File: src/rtl/acr_cfg.svh
`ifndef ACR_CFG_SVH
`define ACR_CFG_SVH

// Register offsets
`define ACR_ADDR_SEL     8'h05
`define ACR_ADDR_MODES   8'h08
`define ACR_ADDR_CLK     8'h09
`define ACR_ADDR_PAT     8'h0D
`define ACR_ADDR_FMT     8'h14
`define ACR_ADDR_COMMIT  8'hFF

// Reset values
`define ACR_RST_SEL      6'h0F
`define ACR_RST_MODES    8'h00
`define ACR_RST_CLK      8'h01
`define ACR_RST_PAT      8'h00
`define ACR_RST_FMT      8'h00

// Field positions, target indices and format code
`define ACR_SEL_MSB      5
`define ACR_BIT_COMMIT   0
`define ACR_BIT_DCS      0
`define ACR_BIT_PN23_RST 5
`define ACR_BIT_PN9_RST  4
`define ACR_BIT_LOWPWR   6
`define ACR_BIT_INVERT   2
`define ACR_IDX_WORD_MRK 4
`define ACR_IDX_BIT_CLK  5
`define ACR_FMT_TWOS     2'h1

// Pseudorandom generator seeds
`define ACR_PN9_SEED     9'h1FF
`define ACR_PN23_SEED    23'h7FFFFF

`endif

File: src/rtl/acr_pkg.sv
package acr_pkg;

  // Output test mode codes, low nibble of the pattern register
  typedef enum logic [3:0] {
    TM_OFF      = 4'h0,
    TM_MID      = 4'h1,
    TM_PFS      = 4'h2,
    TM_CHECK    = 4'h4,
    TM_PN23     = 4'h5,
    TM_PN9      = 4'h6,
    TM_WORD_TGL = 4'h7,
    TM_USER     = 4'h8,
    TM_BIT_TGL  = 4'h9,
    TM_SYNC     = 4'hA,
    TM_ONE_HIGH = 4'hB,
    TM_MIXED    = 4'hC
  } acr_test_mode_t;

  // Per-target configuration: pattern select and output format
  typedef struct packed {
    logic [7:0] pattern;
    logic [7:0] format;
  } acr_chan_cfg_t;

  // One register access from the serial-port front end
  typedef struct packed {
    logic       wr;
    logic       rd;
    logic [7:0] addr;
    logic [7:0] wdata;
  } acr_reg_req_t;

endpackage

File: src/rtl/acr_pattern_gen.sv
`timescale 1ns/1ps
`default_nettype none
`include "acr_cfg.svh"

module acr_pattern_gen #(
  parameter int W = 10
) (
  input  wire logic                  clk_in,
  input  wire logic                  resetn_in,
  input  wire logic                  ce_in,
  input  wire logic [W-1:0]          sample_in,
  input  wire acr_pkg::acr_chan_cfg_t cfg_in,
  input  wire logic [W-1:0]          user_pattern_in,
  output var  logic [W-1:0]          data_out
);
  import acr_pkg::*;

  logic [8:0]     pn9_q;
  logic [22:0]    pn23_q;
  logic           tgl_q;
  logic [W-1:0]   raw;
  logic [W-1:0]   alt_w;
  logic [W-1:0]   sync_w;
  logic [W-1:0]   mixed_w;
  logic [26:0]    pn9_rep;
  acr_test_mode_t mode;

  assign mode    = acr_test_mode_t'(cfg_in.pattern[3:0]);
  assign pn9_rep = {3{pn9_q}};

  // Fixed words built per bit so they scale with W
  for (genvar g = 0; g < W; g++) begin : g_words
    assign alt_w[g]   = (g % 2 == 1);
    assign sync_w[g]  = (g >= W / 2);
    assign mixed_w[g] = ((g / 2) % 2 == 1);
  end

  // Offset-binary word recoded as the converter output would be
  function automatic logic [W-1:0] fmt_apply(input logic [W-1:0] w,
                                             input logic [7:0]   f);
    logic [W-1:0] r;
    r = w;
    if (f[1:0] == `ACR_FMT_TWOS) begin
      r[W-1] = ~r[W-1];
    end
    if (f[`ACR_BIT_INVERT]) begin
      r = ~r;
    end
    return r;
  endfunction

  // Short generator, held at seed while its reset bit is set
  always_ff @(posedge clk_in or negedge resetn_in) begin
    if (!resetn_in) begin
      pn9_q <= `ACR_PN9_SEED;
    end else if (ce_in) begin
      if (cfg_in.pattern[`ACR_BIT_PN9_RST]) begin
        pn9_q <= `ACR_PN9_SEED;
      end else begin
        pn9_q <= {pn9_q[7:0], pn9_q[8] ^ pn9_q[4]};
      end
    end
  end

  // Long generator, same hold behaviour
  always_ff @(posedge clk_in or negedge resetn_in) begin
    if (!resetn_in) begin
      pn23_q <= `ACR_PN23_SEED;
    end else if (ce_in) begin
      if (cfg_in.pattern[`ACR_BIT_PN23_RST]) begin
        pn23_q <= `ACR_PN23_SEED;
      end else begin
        pn23_q <= {pn23_q[21:0], pn23_q[22] ^ pn23_q[17]};
      end
    end
  end

  // Word-rate toggle for alternating patterns
  always_ff @(posedge clk_in or negedge resetn_in) begin
    if (!resetn_in) begin
      tgl_q <= 1'b0;
    end else if (ce_in) begin
      tgl_q <= ~tgl_q;
    end
  end

  // Pattern source; undefined codes fall back to live samples
  always_comb begin
    unique case (mode)
      TM_OFF:      raw = sample_in;
      TM_MID:      raw = {1'b1, {(W-1){1'b0}}};
      TM_PFS:      raw = {W{1'b1}};
      TM_CHECK:    raw = tgl_q ? ~alt_w : alt_w;
      TM_PN23:     raw = pn23_q[W-1:0];
      TM_PN9:      raw = pn9_rep[W-1:0];
      TM_WORD_TGL: raw = {W{tgl_q}};
      TM_USER:     raw = user_pattern_in;
      TM_BIT_TGL:  raw = alt_w;
      TM_SYNC:     raw = sync_w;
      TM_ONE_HIGH: raw = {{(W-1){1'b0}}, 1'b1};
      TM_MIXED:    raw = mixed_w;
      default:     raw = sample_in;
    endcase
  end

  // Test words pass the same formatter as real samples
  always_ff @(posedge clk_in or negedge resetn_in) begin
    if (!resetn_in) begin
      data_out <= '0;
    end else if (ce_in) begin
      data_out <= fmt_apply(raw, cfg_in.format);
    end
  end

  a_normal_pass: assert property (@(posedge clk_in) disable iff (!resetn_in)
    ce_in && cfg_in.pattern[3:0] == 4'h0 && cfg_in.format == 8'h00
    |=> data_out == $past(sample_in))
    else $error("normal data not passed");

  a_midscale_word: assert property (@(posedge clk_in) disable iff (!resetn_in)
    ce_in && cfg_in.pattern[3:0] == 4'h1 && cfg_in.format == 8'h00
    |=> data_out == {1'b1, {(W-1){1'b0}}})
    else $error("midscale word wrong");

  a_twos_format: assert property (@(posedge clk_in) disable iff (!resetn_in)
    ce_in && cfg_in.pattern[3:0] == 4'h1 && cfg_in.format == 8'h01
    |=> data_out == '0)
    else $error("pattern not recoded to twos complement");

  a_invert_data: assert property (@(posedge clk_in) disable iff (!resetn_in)
    ce_in && cfg_in.pattern[3:0] == 4'h2 && cfg_in.format == 8'h04
    |=> data_out == '0)
    else $error("inverted full scale wrong");

  a_pn9_hold: assert property (@(posedge clk_in) disable iff (!resetn_in)
    ce_in && cfg_in.pattern[`ACR_BIT_PN9_RST] |=> pn9_q == 9'h1FF)
    else $error("short generator not held at seed");

endmodule
`default_nettype wire

File: src/rtl/acr_config_bank.sv
`timescale 1ns/1ps
`default_nettype none
`include "acr_cfg.svh"

module acr_config_bank #(
  parameter int W = 10
) (
  input  wire logic                        clk_in,
  input  wire logic                        resetn_in,
  input  wire logic                        ce_in,
  input  wire acr_pkg::acr_reg_req_t       reg_req_in,
  output var  logic [7:0]                  reg_rdata_out,
  output var  logic                        commit_strobe_out,
  input  wire logic [3:0][W-1:0]           sample_in,
  input  wire logic [W-1:0]                user_pattern_in,
  output wire logic [3:0][W-1:0]           data_out,
  output wire logic                        dcs_enable_out,
  output wire logic [2:0]                  op_mode_out,
  output wire logic [5:0]                  lowpower_out,
  output wire logic                        bit_clock_invert_out,
  output wire logic                        word_marker_invert_out
);
  import acr_pkg::*;

  localparam int NT = 6; // Four data channels, word marker, bit clock

  logic [5:0]    sel_q;
  logic [7:0]    stg_mode_q;
  logic [7:0]    act_mode_q;
  logic [7:0]    stg_clk_q;
  logic [7:0]    act_clk_q;
  acr_chan_cfg_t stg_q [NT];
  acr_chan_cfg_t act_q [NT];
  logic          wr_en;
  logic          commit_hit;

  assign wr_en      = ce_in && reg_req_in.wr;
  assign commit_hit = wr_en && reg_req_in.addr == `ACR_ADDR_COMMIT
                      && reg_req_in.wdata[`ACR_BIT_COMMIT];

  // Lowest selected target answers per-target reads
  function automatic logic [2:0] first_target(input logic [5:0] s);
    logic [2:0] idx;
    idx = 3'h0;
    for (int i = NT - 1; i >= 0; i--) begin
      if (s[i]) begin
        idx = 3'(i);
      end
    end
    return idx;
  endfunction

  // Channel select acts at once; it must steer the very next write
  always_ff @(posedge clk_in or negedge resetn_in) begin
    if (!resetn_in) begin
      sel_q <= `ACR_RST_SEL;
    end else if (wr_en && reg_req_in.addr == `ACR_ADDR_SEL) begin
      sel_q <= reg_req_in.wdata[`ACR_SEL_MSB:0];
    end
  end

  // Global staging copies
  always_ff @(posedge clk_in or negedge resetn_in) begin
    if (!resetn_in) begin
      stg_mode_q <= `ACR_RST_MODES;
      stg_clk_q  <= `ACR_RST_CLK;
    end else if (wr_en) begin
      if (reg_req_in.addr == `ACR_ADDR_MODES) begin
        stg_mode_q <= reg_req_in.wdata;
      end
      if (reg_req_in.addr == `ACR_ADDR_CLK) begin
        stg_clk_q <= reg_req_in.wdata;
      end
    end
  end

  // Global active copies, loaded only by a commit
  always_ff @(posedge clk_in or negedge resetn_in) begin
    if (!resetn_in) begin
      act_mode_q <= `ACR_RST_MODES;
      act_clk_q  <= `ACR_RST_CLK;
    end else if (commit_hit) begin
      act_mode_q <= stg_mode_q;
      act_clk_q  <= stg_clk_q;
    end
  end

  // Per-target staging and active copies
  for (genvar g = 0; g < NT; g++) begin : g_tgt
    always_ff @(posedge clk_in or negedge resetn_in) begin
      if (!resetn_in) begin
        stg_q[g] <= '{pattern: `ACR_RST_PAT, format: `ACR_RST_FMT};
      end else if (wr_en && sel_q[g]) begin
        if (reg_req_in.addr == `ACR_ADDR_PAT) begin
          stg_q[g].pattern <= reg_req_in.wdata;
        end
        if (reg_req_in.addr == `ACR_ADDR_FMT) begin
          stg_q[g].format <= reg_req_in.wdata;
        end
      end
    end

    always_ff @(posedge clk_in or negedge resetn_in) begin
      if (!resetn_in) begin
        act_q[g] <= '{pattern: `ACR_RST_PAT, format: `ACR_RST_FMT};
      end else if (commit_hit) begin
        act_q[g] <= stg_q[g];
      end
    end

    assign lowpower_out[g] = act_q[g].format[`ACR_BIT_LOWPWR];
  end

  // Commit bit self-clears; the strobe marks the one transfer cycle
  always_ff @(posedge clk_in or negedge resetn_in) begin
    if (!resetn_in) begin
      commit_strobe_out <= 1'b0;
    end else if (ce_in) begin
      commit_strobe_out <= commit_hit;
    end
  end

  // Readback shows staged values, so software sees what it wrote
  always_ff @(posedge clk_in or negedge resetn_in) begin
    if (!resetn_in) begin
      reg_rdata_out <= 8'h00;
    end else if (ce_in && reg_req_in.rd) begin
      case (reg_req_in.addr)
        `ACR_ADDR_SEL:   reg_rdata_out <= {2'h0, sel_q};
        `ACR_ADDR_MODES: reg_rdata_out <= stg_mode_q;
        `ACR_ADDR_CLK:   reg_rdata_out <= stg_clk_q;
        `ACR_ADDR_PAT:   reg_rdata_out <= stg_q[first_target(sel_q)].pattern;
        `ACR_ADDR_FMT:   reg_rdata_out <= stg_q[first_target(sel_q)].format;
        default:         reg_rdata_out <= 8'h00;
      endcase
    end
  end

  // Active settings drive the converter controls
  assign dcs_enable_out = act_clk_q[`ACR_BIT_DCS];
  assign op_mode_out    = act_mode_q[2:0];
  assign bit_clock_invert_out =
    act_q[`ACR_IDX_BIT_CLK].format[`ACR_BIT_INVERT];
  assign word_marker_invert_out =
    act_q[`ACR_IDX_WORD_MRK].format[`ACR_BIT_INVERT];

  // One pattern generator and formatter per data channel
  for (genvar c = 0; c < 4; c++) begin : g_chan
    acr_pattern_gen #(
      .W (W)
    ) u_gen (
      .clk_in          (clk_in),
      .resetn_in       (resetn_in),
      .ce_in           (ce_in),
      .sample_in       (sample_in[c]),
      .cfg_in          (act_q[c]),
      .user_pattern_in (user_pattern_in),
      .data_out        (data_out[c])
    );
  end

  a_commit_copy: assert property (@(posedge clk_in) disable iff (!resetn_in)
    commit_hit |=> act_q[0] == $past(stg_q[0])
                   && act_q[5] == $past(stg_q[5])
                   && act_clk_q == $past(stg_clk_q))
    else $error("commit did not copy staging");

  a_commit_hold: assert property (@(posedge clk_in) disable iff (!resetn_in)
    !commit_hit |=> $stable(act_q[1]) && $stable(act_mode_q))
    else $error("active value moved without commit");

  a_sel_steer: assert property (@(posedge clk_in) disable iff (!resetn_in)
    wr_en && reg_req_in.addr == 8'h0D && !sel_q[2] |=> $stable(stg_q[2]))
    else $error("unselected channel was written");

  a_dco_steer: assert property (@(posedge clk_in) disable iff (!resetn_in)
    wr_en && reg_req_in.addr == 8'h14 && sel_q[5]
    |=> stg_q[5].format == $past(reg_req_in.wdata))
    else $error("bit clock target missed write");

  a_dcs_follow: assert property (@(posedge clk_in) disable iff (!resetn_in)
    commit_hit && stg_clk_q[0] != dcs_enable_out
    |=> dcs_enable_out != $past(dcs_enable_out))
    else $error("stabilizer enable did not follow commit");

endmodule
`default_nettype wire

File: config.mk
export PLATFORM = sky130hd
export DESIGN_NAME = acr_config_bank
export DESIGN_NICKNAME = d
export VERILOG_FILES = /design/src/rtl/acr_pkg.sv /design/src/rtl/acr_pattern_gen.sv /design/src/rtl/acr_config_bank.sv
export VERILOG_INCLUDE_DIRS = /design/src /design/src/rtl
export SDC_FILE = /design/constraint.sdc
export NUM_CORES = 1
export LEC_CHECK = 0
export BUFFER_PORTS_ARGS = -buffer_cell sky130_fd_sc_hd__buf_2
export CAP_MARGIN = 20
export CORE_MARGIN = 2
export CORE_UTILIZATION = 45
export CTS_CLUSTER_DIAMETER = 120
export DETAILED_ROUTE_END_ITERATION = 16
export PLACE_DENSITY = 0.69
export SLEW_MARGIN = 20
export SYNTH_ARGS = -nofsm -noshare
export SYNTH_HDL_FRONTEND = slang
export SYNTH_SLANG_ARGS = --single-unit
export TNS_END_PERCENT = 5
File: constraint.sdc
create_clock -name clk_in -period 2.6 [get_ports clk_in]
set_input_delay 0.65 -clock clk_in [delete_from_list [all_inputs] [get_ports clk_in]]
set_output_delay 0.65 -clock clk_in [all_outputs]
set_load 0.05 [all_outputs]
# Word level (Yosys, flattened, before mapping)
# Index checks and enable logic that the tools add are counted.
# totals
in_bits	71
reg_bits	369
elab_cells	193
# op_classes
bitwise	22
n_reduce_logical	25
n_lt_le_gt_ge	2
n_mux	45
n_eq_ne	54
# op_table
cell	count
$pmux 10 s11	4
$bmux 16 s3	2
$mux 23	4
$eq 4x4->1 const B	20
$mux 10	8
$eq 4x3->1 const B	16
$not 10->10	4
$pmux 8 s5	1
$mux 9	4
$mux 16	2
$mux 3	10
$reduce_and 2->1	14
$eq 8x4->1 const B	3
$eq 4x1->1 const B	4
$eq 4x2->1 const B	4
$mux 8	2
$logic_and 1x1->1	11
$eq 2x1->1 const B	4
$eq 8x3->1 const B	1
$eq 8x5->1 const B	1
$eq 8x8->1 const B	1
$ge 4x4->1 const B	2
$mux 1	8
$not 1->1	8
other kinds (2)	10

# Logic depth before layout (Yosys ltp)
# Gate-level depths: netlist of run 1.
# logic_depth
word_depth	13
depth_mapped	9
ltp_nobuf	6

# By module
# A second synthesis of run 1 with hierarchy kept.
# unflattened
hier_cells	1804
hier_area_um2	18615.4
# by_module_without_submodules
module	instances	area_per_inst_um2	cells_per_inst
acr_pattern_gen	4	2457.4	290
acr_config_bank	1	8785.9	644

# Least setup slack after synthesis of run 1
# Ideal clock, no wire load.
# synth_timing
kind	input to register
start	input port reg_req_in[9] (netlist bit)
end	register stg_q[24] (netlist bit)
slack_ns	0.493
required_ns	2.472
path_stages	6
arrival_ns	1.979
n_path_buf	1
cell_sequence	nor4_2 > nand2b_1 > clkbuf_1 > nor3_4 > nand2_2 > mux2_1
# synth_between
elab_chain_cells	2
# synth_lines
element	line_no	rtl
start: declaration	acr_config_bank.sv:11	input wire acr_pkg::acr_reg_req_t reg_req_in,
$eq 8x4->1	--	
$reduce_and 2->1 (no line)	--	
end signal: indexed assignment	acr_config_bank.sv:92	stg_q[g] <= '{pattern: `ACR_RST_PAT, format: `ACR_RST_FMT};
end: declaration	acr_config_bank.sv:32	acr_chan_cfg_t stg_q [NT];
# No other way between the ends.
# A chain may end at the register's enable or synchronous reset.

# Worst setup path after layout of run 1
# layout_timing
start	register act_q[75] (netlist bit)
end	register g_chan[1].u_gen.data_out[8]
# layout_between
elab_chain_cells	4
elab_cells_between_ends	14
cone_classes	11 x eq/ne; 2 x mux; 1 x bitwise
# layout_lines
element	line_no	rtl
start: declaration	acr_config_bank.sv:33	acr_chan_cfg_t act_q [NT];
start signal: indexed assignment	acr_config_bank.sv:105	act_q[g] <= '{pattern: `ACR_RST_PAT, format: `ACR_RST_FMT};
start signal: indexed assignment	acr_config_bank.sv:107	act_q[g] <= stg_q[g];
$eq 4x4->1 (tied with other cells)	acr_pattern_gen.sv:89	unique case (mode)
$pmux 10 s11 (*)	acr_pattern_gen.sv:89	
$not 10->10	acr_pattern_gen.sv:47	r = ~r;
$mux 10 (*)	acr_pattern_gen.sv:46	if (f[`ACR_BIT_INVERT]) begin
end signal: assignment	acr_pattern_gen.sv:111	data_out <= fmt_apply(raw, cfg_in.format);
end: declaration	acr_pattern_gen.sv:14	output var logic [W-1:0] data_out
# Mark *: on every way between the ends. The rest lies on a longest branch, timed or not.

==> metrics.md, run 1 <==
| Metric | Value |
|---|---|
| Seq/Total Area, Yosys | `50.60%` |
| CTS Buffer Depth | `3` |
| Die Wd | `201.2 um` |
| Num CTS Buffers | `40` |
| Crit Reg-Reg Endpoint | `g_chan[1].u_gen.data_out[8]$_DFFE_PN0P_` |
| 1st-iter DRT viols | `1,096` |
| CP arrival | `2.82 ns` |
| Worst-Skew Late Latency | `0.55 ns` |
| Finish-stage setup viols | `0` |
| Core Region | `38,470 sq um` |
| Outcome | `finished, final reports clean` |
| # IOs | `132` |
| CP endpoint | `g_chan[1].u_gen.data_out[8]$_DFFE_PN0P_` |
| GP Congestion | `0.9474` |
| Netlist Area Pre-Place | `17,490 sq um` |
| EDFF count, synth | `0` |
| Non-filler instance count after layout | `2,443` |
| N_diodes | `0` |
| Most common library cells after synthesis | `nor2_1 (328), dfrtp_1 (213), a21oi_1 (196), nand2_1 (186), dfstp_2 (134)` |
| Setup crit start | `act_q[75]$_DFFE_PN0P_` |
| Worst-margin pin slew | `0.8275 ns` |
| F_max | `0.4156 GHz` |
| Post-route clock period utilization | `92.53%` |
| Startpoint Class | `flop` |
| Crit-path slowest cell | `dfrtp_1` |
| Net Sw Frac | `26.11%` |
| Worst hold path type | `primary input to flop` |
| Post-synth top area cell | `dfrtp_1` |
| Overflow after GRT | `0` |
| Initial Util | `45.48%` |
| CTS clk-pin slew, worst paths | `0.06 ns` |
| Cell variety after synth | `80` |
| CTS root buf | `clkbuf_16` |
| Core Rows | `72` |
| Data required, critical path | `3.01 ns` |
| RSZ-0062 raised after global routing | `false` |
| Number of vias per cell | `5.564` |
| Post-DP Area | `18,650 sq um` |
| Final Max Tran Viols | `0` |
| Final cell area excluding filler cells | `20,080 sq um` |
| Met2 WL | `20,500 um` |
| Final Util | `52.20%` |
| Top sig layer | `met4` |
| Die H | `201.2 um` |
| Overall global routing resource usage | `22.28%` |
| Mapped Cells | `1,812` |
| Lkg Pwr | `9.164 nW` |
| First-pass iteration count of the detailed router | `8` |
| CP Capture Type | `flop` |
| Seq pwr share | `46.6%` |
| Critical path class | `flop to flop` |
| CTS tree | `built` |
| Slew HR | `44.83%` |
| DRT met1 WL | `20,640 um` |
| Max Cap Viol | `0` |
| Met3 Routed Length | `2616 um` |
| Synthesized flop and latch total | `347` |
| Reg2reg start | `act_q[75]$_DFFE_PN0P_` |
| TNS Setup | `0 ns` |
| CP cell instances | `nor2_1 > a21bo_2 > a221oi_2 > buf_4 > o32a_1 > nor2_1 > a221o_1` |
| Worst setup margin | `0.1941 ns` |
| Largest net degree at the start of global routing | `133` |
| Cells after DPL | `2,370` |
| Pwr Density | `703.5 nW/um^2` |
| Routed WL | `45,040 um` |
| Reg-to-reg slack, setup | `0.19 ns` |
| Layout cells sized above 1 | `28.42%` |
| Count leader, synth | `nor2_1` |
| Final Skew | `0.01903 ns` |
| R2R cell count | `7` |
| Post-DP HPWL | `31,170 um` |
| Synth top area cells | `dfrtp_1 (30%), dfstp_2 (20%), mux2_2 (8.4%)` |
| Area Overhead vs Synth | `14.78%` |
| WL/cell | `18.44 um` |
| Most used flip-flop cell after synthesis | `dfrtp_1` |
| FILL cells | `3,482` |
| Net Count, Synth | `1,883` |
| Max IR drop VDD | `409.0 uV` |
| Psw | `3.688 mW` |
| Final net count | `1,966` |
| TritonCTS Sinks | `347` |
| Die Area | `40,470 sq um` |
| Crit path depth | `7` |
| Setup bufs post-CTS | `0` |
| CP top delay family | `compound AO/OA/AOI/OAI gates` |
| Total Power | `14.13 mW` |
| Vias | `13,594` |
| Syn_area_per_cell | `9.654 sq um` |
| Multi-input logic area | `7948 sq um` |
| H-tree levels | `2` |
| Tmin final | `2.406 ns` |
| Critical path's most frequent cell | `nor2_1` |
| Antenna violations before repair | `0` |
| Max FO, Critical Path | `18` |
| Worst hold slack | `0.4108 ns` |
| Synthesis Warnings | `0` |
| Gate power share | `10.9%` |
| # port buffers | `131` |
| Slowest stage delay, CP | `0.65 ns` |
| DRC Markers | `0` |
| Clock network power share | `42.5%` |
| Fin. Hold Viols | `0` |
| Power Internal | `10.44 mW` |
| Critical path buffer and inverter count | `1` |
| Register cell area after layout | `8851 sq um` |
| Routed Antenna Nets | `0` |
| Number of global-route vias before repair | `12,951` |
| Top-area cell type share of the netlist area | `30.47%` |
| Dpl ws | `0.1077 ns` |
| First-pass GRT wire length | `72,480 um` |
| Ys async rst share | `100.0%` |
power groups by stage:
stage          Clock (mW)  Sequential, mW  Combinational [mW]
2_1_floorplan           0            6.65               0.961
3_3_place_gp            0            6.64                1.50
3_5_place_dp            0            6.66                1.55
4_1_cts              6.13            6.57                1.55
5_1_grt              6.36            6.66                1.73
6_report             6.00            6.58                1.54
state kept, by name, indices dropped and copies added (netlist names):
name / flops
sel_q: 6
g_chan.u_gen.pn23_q: 92
bit_clock_invert_out: 1
act_clk_q: 1
commit_strobe_out: 1
stg_mode_q: 8
stg_q: 96
g_chan.u_gen.tgl_q: 4
act_q: 36
stg_clk_q: 8
act_mode_q: 3
word_marker_invert_out: 1
g_chan.u_gen.pn9_q: 36
lowpower_out: 6
reg_rdata_out: 8
g_chan.u_gen.data_out: 40
cells by family after synthesis:
kind of cell,synth area share (%)
buffers and inverters,4.020
XOR/XNOR,2.503
AO/OA/AOI/OAI,14.77
AND/OR/NAND/NOR,17.61
multiplexers,10.50
flip-flops,50.60
worst register-to-register path, stage by stage, from the launching register on:
cell and delay [ns]:
dfrtp_1 0.65, nor2_1 0.19, a21bo_2 0.26, a221oi_2 0.40, buf_4 0.26, o32a_1 0.19, nor2_1 0.05, a221o_1 0.27
layer usage:
| metal | GRT usage [%] | vias to the layer above |
|---|---|---|
| met5 | 0 | - |
| met4 | 7.037 | 0 |
| met3 | 3.418 | 88 |
| met2 | 34.84 | 426 |
| met1 | 31.94 | 6574 |
| li1 | - | 6506 |
how the worst min path moves through the flow:
stage	endpoint	depth (start not counted)	from
6_report	g_chan[1].u_gen.pn23_q[14]$_DFFE_PN1P_	2	ce_in
5_1_grt	g_chan[1].u_gen.pn23_q[20]$_DFFE_PN1P_	2	ce_in
4_1_cts	g_chan[1].u_gen.pn23_q[20]$_DFFE_PN1P_	2	ce_in
3_5_place_dp	act_q[81]$_DFFE_PN0P_	2	act_q[81]$_DFFE_PN0P_
3_3_place_gp	act_q[33]$_DFFE_PN0P_	2	act_q[33]$_DFFE_PN0P_
2_1_floorplan	act_mode_q[0]$_DFFE_PN0P_	0	resetn_in
final cells by class:
type	instances	area share, %
inverter	17	0.3178
clock buffer	53	5.733
timing repair buffer	181	5.746
multi-input combinational	1308	39.58
clock inverter	19	1.309
sequential	347	44.08
tap	518	3.228
cells in the final DEF, fill, tap and decap left out, types with 14 or more instances in the layout:
cell type  instances
a21oi_1          195
nand2_1          186
buf_4             41
mux2i_1           35
o21ai_0           49
a221oi_1          14
dfrtp_1          213
nand2b_1          31
a22oi_1           22
nand3b_1          15
o22ai_1           35
buf_2            129
clkbuf_16         41
xor2_1            37
inv_1             17
dfstp_2          134
nor2b_1           14
nor2_1           328
nand3_1           20
mux2_2           131
what timing repair did:
item                                    in CTS  in global routing
endpoints found under the setup margin       0                  2
endpoints found under the hold margin       10                  0
hold buffers                                 1                  0
gates resized for setup                      0                  1
No activity file was read; power rests on OpenSTA's default activity.
==> run 2: changes to the inputs <==
Settings changed: CAP_MARGIN 20 to 25, PLACE_DENSITY 0.69 to unset.
==> metrics.md, run 2 (synthesized netlist as in run 1, its figures left out) <==
| Metric | Value |
|---|---|
| Post-DP Area | `18,710 sq um (was 18,650 sq um)` |
| Data required, critical path | `3.07 ns (was 3.01 ns)` |
| Multi-input logic area | `7945 sq um (was 7948 sq um)` |
| CP top delay family | `compound AO/OA/AOI/OAI gates (unchanged)` |
| Register cell area after layout | `8851 sq um (unchanged)` |
| Lkg Pwr | `9.162 nW (was 9.164 nW)` |
| Die Area | `40,470 sq um (unchanged)` |
| Setup bufs post-CTS | `0 (unchanged)` |
| Slew HR | `38.00% (was 44.83%)` |
| Worst-margin pin slew | `0.9301 ns (was 0.8275 ns)` |
| Fin. Hold Viols | `0 (unchanged)` |
| # IOs | `132 (unchanged)` |
| CP Capture Type | `flop (unchanged)` |
| Crit-path slowest cell | `a21oi_1 (was dfrtp_1)` |
| Largest net degree at the start of global routing | `176 (was 133)` |
| Tmin final | `2.314 ns (was 2.406 ns)` |
| CTS Buffer Depth | `3 (unchanged)` |
| Critical path class | `flop to flop (unchanged)` |
| Core Region | `38,470 sq um (unchanged)` |
| Max FO, Critical Path | `18 (unchanged)` |
| Max reg flops | `96 (unchanged)` |
| Largest registers | `stg_q x96, g_chan.u_gen.pn23_q x92, g_chan.u_gen.data_out x40 (unchanged)` |
| Number of vias per cell | `5.545 (was 5.564)` |
| Startpoint Class | `flop (unchanged)` |
| 1st-iter DRT viols | `1,048 (was 1,096)` |
| Post-CTS Hold Buffers | `0 (was 1)` |
| Max Cap Viol | `0 (unchanged)` |
| GP Congestion | `0.9453 (was 0.9474)` |
| # port buffers | `131 (unchanged)` |
| DRC Markers | `0 (unchanged)` |
| Pwr Density | `692.4 nW/um^2 (was 703.5 nW/um^2)` |
| Antenna violations before repair | `0 (unchanged)` |
| TNS Setup | `0 ns (unchanged)` |
| Vias | `13,557 (was 13,594)` |
| CP arrival | `2.79 ns (was 2.82 ns)` |
| H-tree levels | `2 (unchanged)` |
| Post-DP HPWL | `31,320 um (was 31,170 um)` |
| Initial Util | `45.48% (unchanged)` |
| Num CTS Buffers | `40 (unchanged)` |
| CTS tree | `built (unchanged)` |
| Layout cells sized above 1 | `28.54% (was 28.42%)` |
| Biggest register | `stg_q (unchanged)` |
| Worst hold slack | `0.05789 ns (was 0.4108 ns)` |
| CTS clk-pin slew, worst paths | `0.06 ns (about the same)` |
| Outcome | `finished, final reports clean (unchanged)` |
| TritonCTS Sinks | `347 (unchanged)` |
| Overflow after GRT | `0 (unchanged)` |
| Overall global routing resource usage | `22.73% (was 22.28%)` |
| Worst-Skew Late Latency | `0.55 ns (about the same)` |
| Routed Antenna Nets | `0 (unchanged)` |
| CP cell instances | `or4_1 > o21ai_0 > a21oi_1 > o22ai_1 > xor2_1 > a21oi_1 (was nor2_1 > a21bo_2 > a221oi_2 > buf_4 > o32a_1 > nor2_1 > a221o_1)` |
| F_max | `0.4322 GHz (was 0.4156 GHz)` |
| Final cell area excluding filler cells | `20,070 sq um (was 20,080 sq um)` |
| Core Rows | `72 (unchanged)` |
| First-pass GRT wire length | `73,270 um (was 72,480 um)` |
| Die Wd | `201.2 um (unchanged)` |
| Max IR drop VDD | `397.3 uV (was 409.0 uV)` |
| Area Overhead vs Synth | `14.72% (was 14.78%)` |
| Post-route clock period utilization | `89.00% (was 92.53%)` |
| Final Skew | `0.01255 ns (was 0.01903 ns)` |
| Slowest stage delay, CP | `0.72 ns (was 0.65 ns)` |
| FILL cells | `3,542 (was 3,482)` |
| Critical path buffer and inverter count | `0 (was 1)` |
| Commonest non-fill, non-tap cells in the layout | `nor2_1 (328), dfrtp_1 (213), a21oi_1 (196) (was nor2_1 (328), dfrtp_1 (213), a21oi_1 (195))` |
| Finish-stage setup viols | `0 (unchanged)` |
| Final Max Tran Viols | `0 (unchanged)` |
| First-pass iteration count of the detailed router | `6 (was 8)` |
| RSZ-0062 raised after global routing | `false (unchanged)` |
| Die H | `201.2 um (unchanged)` |
| Post-CTS Resized | `0 (unchanged)` |
| Worst hold path type | `primary input to asynchronous set/reset pin (was primary input to flop)` |
| WL/cell | `18.75 um (was 18.44 um)` |
| Critical path's most frequent cell | `a21oi_1 (was nor2_1)` |
| Final net count | `1,968 (was 1,966)` |
| Routed WL | `45,860 um (was 45,040 um)` |
| N_diodes | `0 (unchanged)` |
| CTS root buf | `clkbuf_16 (unchanged)` |
| Most common cell after layout, fill and taps aside | `nor2_1 (unchanged)` |
| Number of global-route vias before repair | `13,051 (was 12,951)` |
run 2: cell types whose count changed in the layout (fill, tap and decap cells not counted):
cell | before | now
inv_4 | 0 | 1
clkbuf_8 | 8 | 11
clkinv_2 | 7 | 8
dlygate4sd3_1 | 1 | 0
inv_8 | 1 | 0
a21oi_1 | 195 | 196
buf_12 | 8 | 11
bufinv_16 | 6 | 3
o311a_2 | 0 | 1
clkinv_1 | 1 | 0
o311a_1 | 1 | 0
clkbuf_1 | 4 | 5
inv_6 | 1 | 0
a21oi_2 | 1 | 0
run 2: worst paths after layout:
kind / slack [ns] / to / cells after the start / startpoint
hold reg to reg: 0.46 / bit_clock_invert_out$_DFFE_PN0P_ / 2 / bit_clock_invert_out$_DFFE_PN0P_
max in group asynchronous: 1.78 / stg_q[32]$_DFFE_PN0P_ / 2 / resetn_in
min in group clk_in: 0.43 / g_chan[1].u_gen.pn23_q[22]$_DFFE_PN1P_ / 2 / ce_in
setup / recovery: 0.29 / g_chan[0].u_gen.data_out[8]$_DFFE_PN0P_ / 6 / act_q[90]$_DFFE_PN0P_
hold / removal: 0.06 / g_chan[3].u_gen.data_out[4]$_DFFE_PN0P_ / 1 / resetn_in
setup reg to reg: 0.29 / g_chan[0].u_gen.data_out[8]$_DFFE_PN0P_ / 6 / act_q[90]$_DFFE_PN0P_
run 2: final cells by class:
cell class | count | share of cell area (%)
Clock buffer | 57 | 5.960
Clock inverter | 15 | 0.7981
Inverter | 17 | 0.3180
Multi-Input combinational cell | 1308 | 39.59
Sequential cell | 347 | 44.10
Tap cell | 518 | 3.230
Timing Repair Buffer | 183 | 5.998
run 2: routing by layer:
metal  vias to the layer above  routed length, um  GRT usage (%)
met5                         -                  0              0
met4                         0               1234          7.513
met3                        82               2600          3.968
met2                       373              20510          35.02
met1                      6606              21510          32.61
li1                       6496                  -              -
run 2: per-stage QoR:
stage               instances  power, mW  utilization [%]  setup WS (ns)
finish                   2445      13.90            52.17         0.2860
global route             2445      14.50            52.17         0.1035
CTS                      2445      14.05            52.17         0.3401
detailed placement       2373      8.204            48.64         0.2558
global placement         2373      8.162            48.64         0.3149
floorplan                1812      7.611                -         0.4934
run 2: power by group:
group	leakage, nW	switching, mW	internal [mW]
Clock	0.673	2.28	3.50
Combinational	4.27	0.962	0.577
Sequential	4.22	0.431	6.14
Total	9.16	3.68	10.2
==> run 3: changes to the inputs <==
Settings changed: CELL_PAD_IN_SITES_DETAIL_PLACEMENT set to 1, CELL_PAD_IN_SITES_GLOBAL_PLACEMENT set to 2, CORE_UTILIZATION 45 to 39, PLACE_DENSITY_LB_ADDON set to 0.1, REMOVE_ABC_BUFFERS set to 1.
==> metrics.md, run 3 (synthesized netlist as in run 1, its figures left out) <==
| Metric | Value |
|---|---|
| Reg-to-reg slack, setup | `0.26 ns (was 0.29 ns)` |
| Gate power share | `11.2% (was 11.1%)` |
| Post-route clock period utilization | `90.11% (was 89.00%)` |
| Final Util | `45.99% (was 52.17%)` |
| Fin. Hold Viols | `0 (unchanged)` |
| R2R cell count | `7 (was 6)` |
| CTS clk-pin slew, worst paths | `0.06 ns (about the same)` |
| Slew HR | `45.05% (was 38.00%)` |
| Initial Util | `39.56% (was 45.48%)` |
| Post-CTS Resized | `0 (unchanged)` |
| Psw | `3.850 mW (was 3.676 mW)` |
| Startpoint Class | `flop (unchanged)` |
| Worst hold slack | `0.04640 ns (was 0.05789 ns)` |
| Final cell area excluding filler cells | `20,340 sq um (was 20,070 sq um)` |
| Final net count | `1,984 (was 1,968)` |
| Setup crit start | `sel_q[1]$_DFFE_PN1P_ (was act_q[90]$_DFFE_PN0P_)` |
| Overall global routing resource usage | `22.81% (was 22.73%)` |
| First-pass iteration count of the detailed router | `6 (unchanged)` |
| Worst-Skew Late Latency | `0.57 ns (was 0.55 ns)` |
| Critical path class | `flop to flop (unchanged)` |
| # IOs | `132 (unchanged)` |
| H-tree levels | `2 (unchanged)` |
| Num CTS Buffers | `41 (was 40)` |
| TritonCTS Sinks | `347 (unchanged)` |
| Layout cells sized above 1 | `29.24% (was 28.54%)` |
| Most common cell after layout, fill and taps aside | `nor2_1 (unchanged)` |
| CTS tree | `built (unchanged)` |
| Worst-margin pin slew | `0.8242 ns (was 0.9301 ns)` |
| Overflow after GRT | `0 (unchanged)` |
| Number of global-route vias before repair | `14,277 (was 13,051)` |
| Core Rows | `77 (was 72)` |
| # port buffers | `131 (unchanged)` |
| Pwr Density | `699.1 nW/um^2 (was 692.4 nW/um^2)` |
| CTS root buf | `clkbuf_16 (unchanged)` |
| Tmin final | `2.343 ns (was 2.314 ns)` |
| Total Power | `14.22 mW (was 13.90 mW)` |
| Data required, critical path | `3.03 ns (was 3.07 ns)` |
| Largest net degree at the start of global routing | `160 (was 176)` |
| Final Skew | `0.01740 ns (was 0.01255 ns)` |
| Reg2reg start | `sel_q[1]$_DFFE_PN1P_ (was act_q[90]$_DFFE_PN0P_)` |
| CTS Buffer Depth | `3 (unchanged)` |
| Routed Antenna Nets | `0 (unchanged)` |
| 1st-iter DRT viols | `832 (was 1,048)` |
| Final Max Tran Viols | `0 (unchanged)` |
| Vias | `13,835 (was 13,557)` |
| Lkg Pwr | `9.248 nW (was 9.162 nW)` |
| N_diodes | `0 (unchanged)` |
| Max FO, Critical Path | `13 (was 18)` |
| Die H | `215.8 um (was 201.2 um)` |
| Finish-stage setup viols | `0 (unchanged)` |
| CP endpoint | `reg_rdata_out[0]$_DFFE_PN0P_ (was g_chan[0].u_gen.data_out[8]$_DFFE_PN0P_)` |
| First-pass GRT wire length | `83,550 um (was 73,270 um)` |
| Worst hold path type | `primary input to asynchronous set/reset pin (unchanged)` |
| Die Area | `46,560 sq um (was 40,470 sq um)` |
| Post-DP HPWL | `36,510 um (was 31,320 um)` |
| DRC Markers | `0 (unchanged)` |
| Outcome | `finished, final reports clean (unchanged)` |
| Clock network power share | `42.4% (was 41.6%)` |
| Area Overhead vs Synth | `16.25% (was 14.72%)` |
| Seq pwr share | `46.4% (was 47.3%)` |
| Max IR drop VDD | `497.8 uV (was 397.3 uV)` |
| CP Capture Type | `flop (unchanged)` |
| Max Cap Viol | `0 (unchanged)` |
| Post-CTS Hold Buffers | `0 (unchanged)` |
| Routed WL | `52,410 um (was 45,860 um)` |
| Die Wd | `215.8 um (was 201.2 um)` |
| WL/cell | `20.65 um (was 18.75 um)` |
| GP Congestion | `0.8448 (was 0.9453)` |
| Largest registers | `stg_q x96, g_chan.u_gen.pn23_q x92, g_chan.u_gen.data_out x40 (unchanged)` |
| Max reg flops | `96 (unchanged)` |
| Core Region | `44,220 sq um (was 38,470 sq um)` |
| TNS Setup | `0 ns (unchanged)` |
| RSZ-0062 raised after global routing | `false (unchanged)` |
| Net Sw Frac | `27.08% (was 26.46%)` |
| Number of vias per cell | `5.451 (was 5.545)` |
| Commonest non-fill, non-tap cells in the layout | `nor2_1 (328), dfrtp_1 (213), a21oi_1 (196) (unchanged)` |
| Antenna violations before repair | `0 (unchanged)` |
| Biggest register | `stg_q (unchanged)` |
| Post-DP Area | `18,920 sq um (was 18,710 sq um)` |
| Power Internal | `10.37 mW (was 10.22 mW)` |
| Crit Reg-Reg Endpoint | `reg_rdata_out[0]$_DFFE_PN0P_ (was g_chan[0].u_gen.data_out[8]$_DFFE_PN0P_)` |
| Setup bufs post-CTS | `0 (unchanged)` |
| CP arrival | `2.77 ns (was 2.79 ns)` |
| F_max | `0.4268 GHz (was 0.4322 GHz)` |
==> run 3: power groups by stage <==
stage	logic [mW]	clock network, mW	registers [mW]
global route	1.80	6.41	6.67
finish	1.60	6.03	6.59
floorplan	0.808	0	6.70
CTS	1.62	6.20	6.59
global placement	1.56	0	6.66
detailed placement	1.61	0	6.68
==> run 3: critical path: stages (launching register included) <==
cell,delay (ns)
dfstp_2,0.56
nand2b_1,0.11
o311a_2,0.44
buf_12,0.22
mux2i_1,0.37
nor2_1,0.08
nor4_1,0.30
a22oi_1,0.12
==> run 3: layout make-up <==
class / instances / area (sq um)
clock buffer: 56 / 1195
clock inverter: 20 / 222.7
fill: 5008 / 23890
inverter: 17 / 63.81
multi-input combinational: 1308 / 7946
sequential: 347 / 8851
tap: 592 / 740.7
timing repair buffer: 198 / 1316
==> run 3: worst min path at each step <==
| stage | to | slack, ns | start | depth (start not counted) |
|---|---|---|---|---|
| 2_1_floorplan | act_mode_q[0]$_DFFE_PN0P_ | 0.35 | resetn_in | 0 |
| 3_3_place_gp | act_clk_q[0]$_DFFE_PN1P_ | 0.44 | act_clk_q[0]$_DFFE_PN1P_ | 2 |
| 3_5_place_dp | act_clk_q[0]$_DFFE_PN1P_ | 0.45 | act_clk_q[0]$_DFFE_PN1P_ | 2 |
| 4_1_cts | g_chan[2].u_gen.data_out[0]$_DFFE_PN0P_ | 0.08 | resetn_in | 1 |
| 5_1_grt | g_chan[2].u_gen.data_out[0]$_DFFE_PN0P_ | 0.1 | resetn_in | 1 |
| 6_report | g_chan[2].u_gen.data_out[4]$_DFFE_PN0P_ | 0.05 | resetn_in | 1 |
==> run 3: metal layers <==
metal / wire length (um) / vias to the layer above / global-route usage [%] / share of wire (%)
met5: 0 / - / 0 / 0
met1: 24270 / 7023 / 31.53 / 46
met2: 24960 / 220 / 37.40 / 48
li1: - / 6523 / - / -
met4: 1131 / 0 / 5.586 / 2.2
met3: 2046 / 69 / 3.777 / 3.9
==> run 3: per-stage QoR <==
step                setup slack [ns]  std cells
global placement              0.2721       2462
finish                        0.2571       2538
CTS                           0.2790       2538
global route                 0.06744       2538
detailed placement            0.2547       2462
floorplan                     -1.509       1672
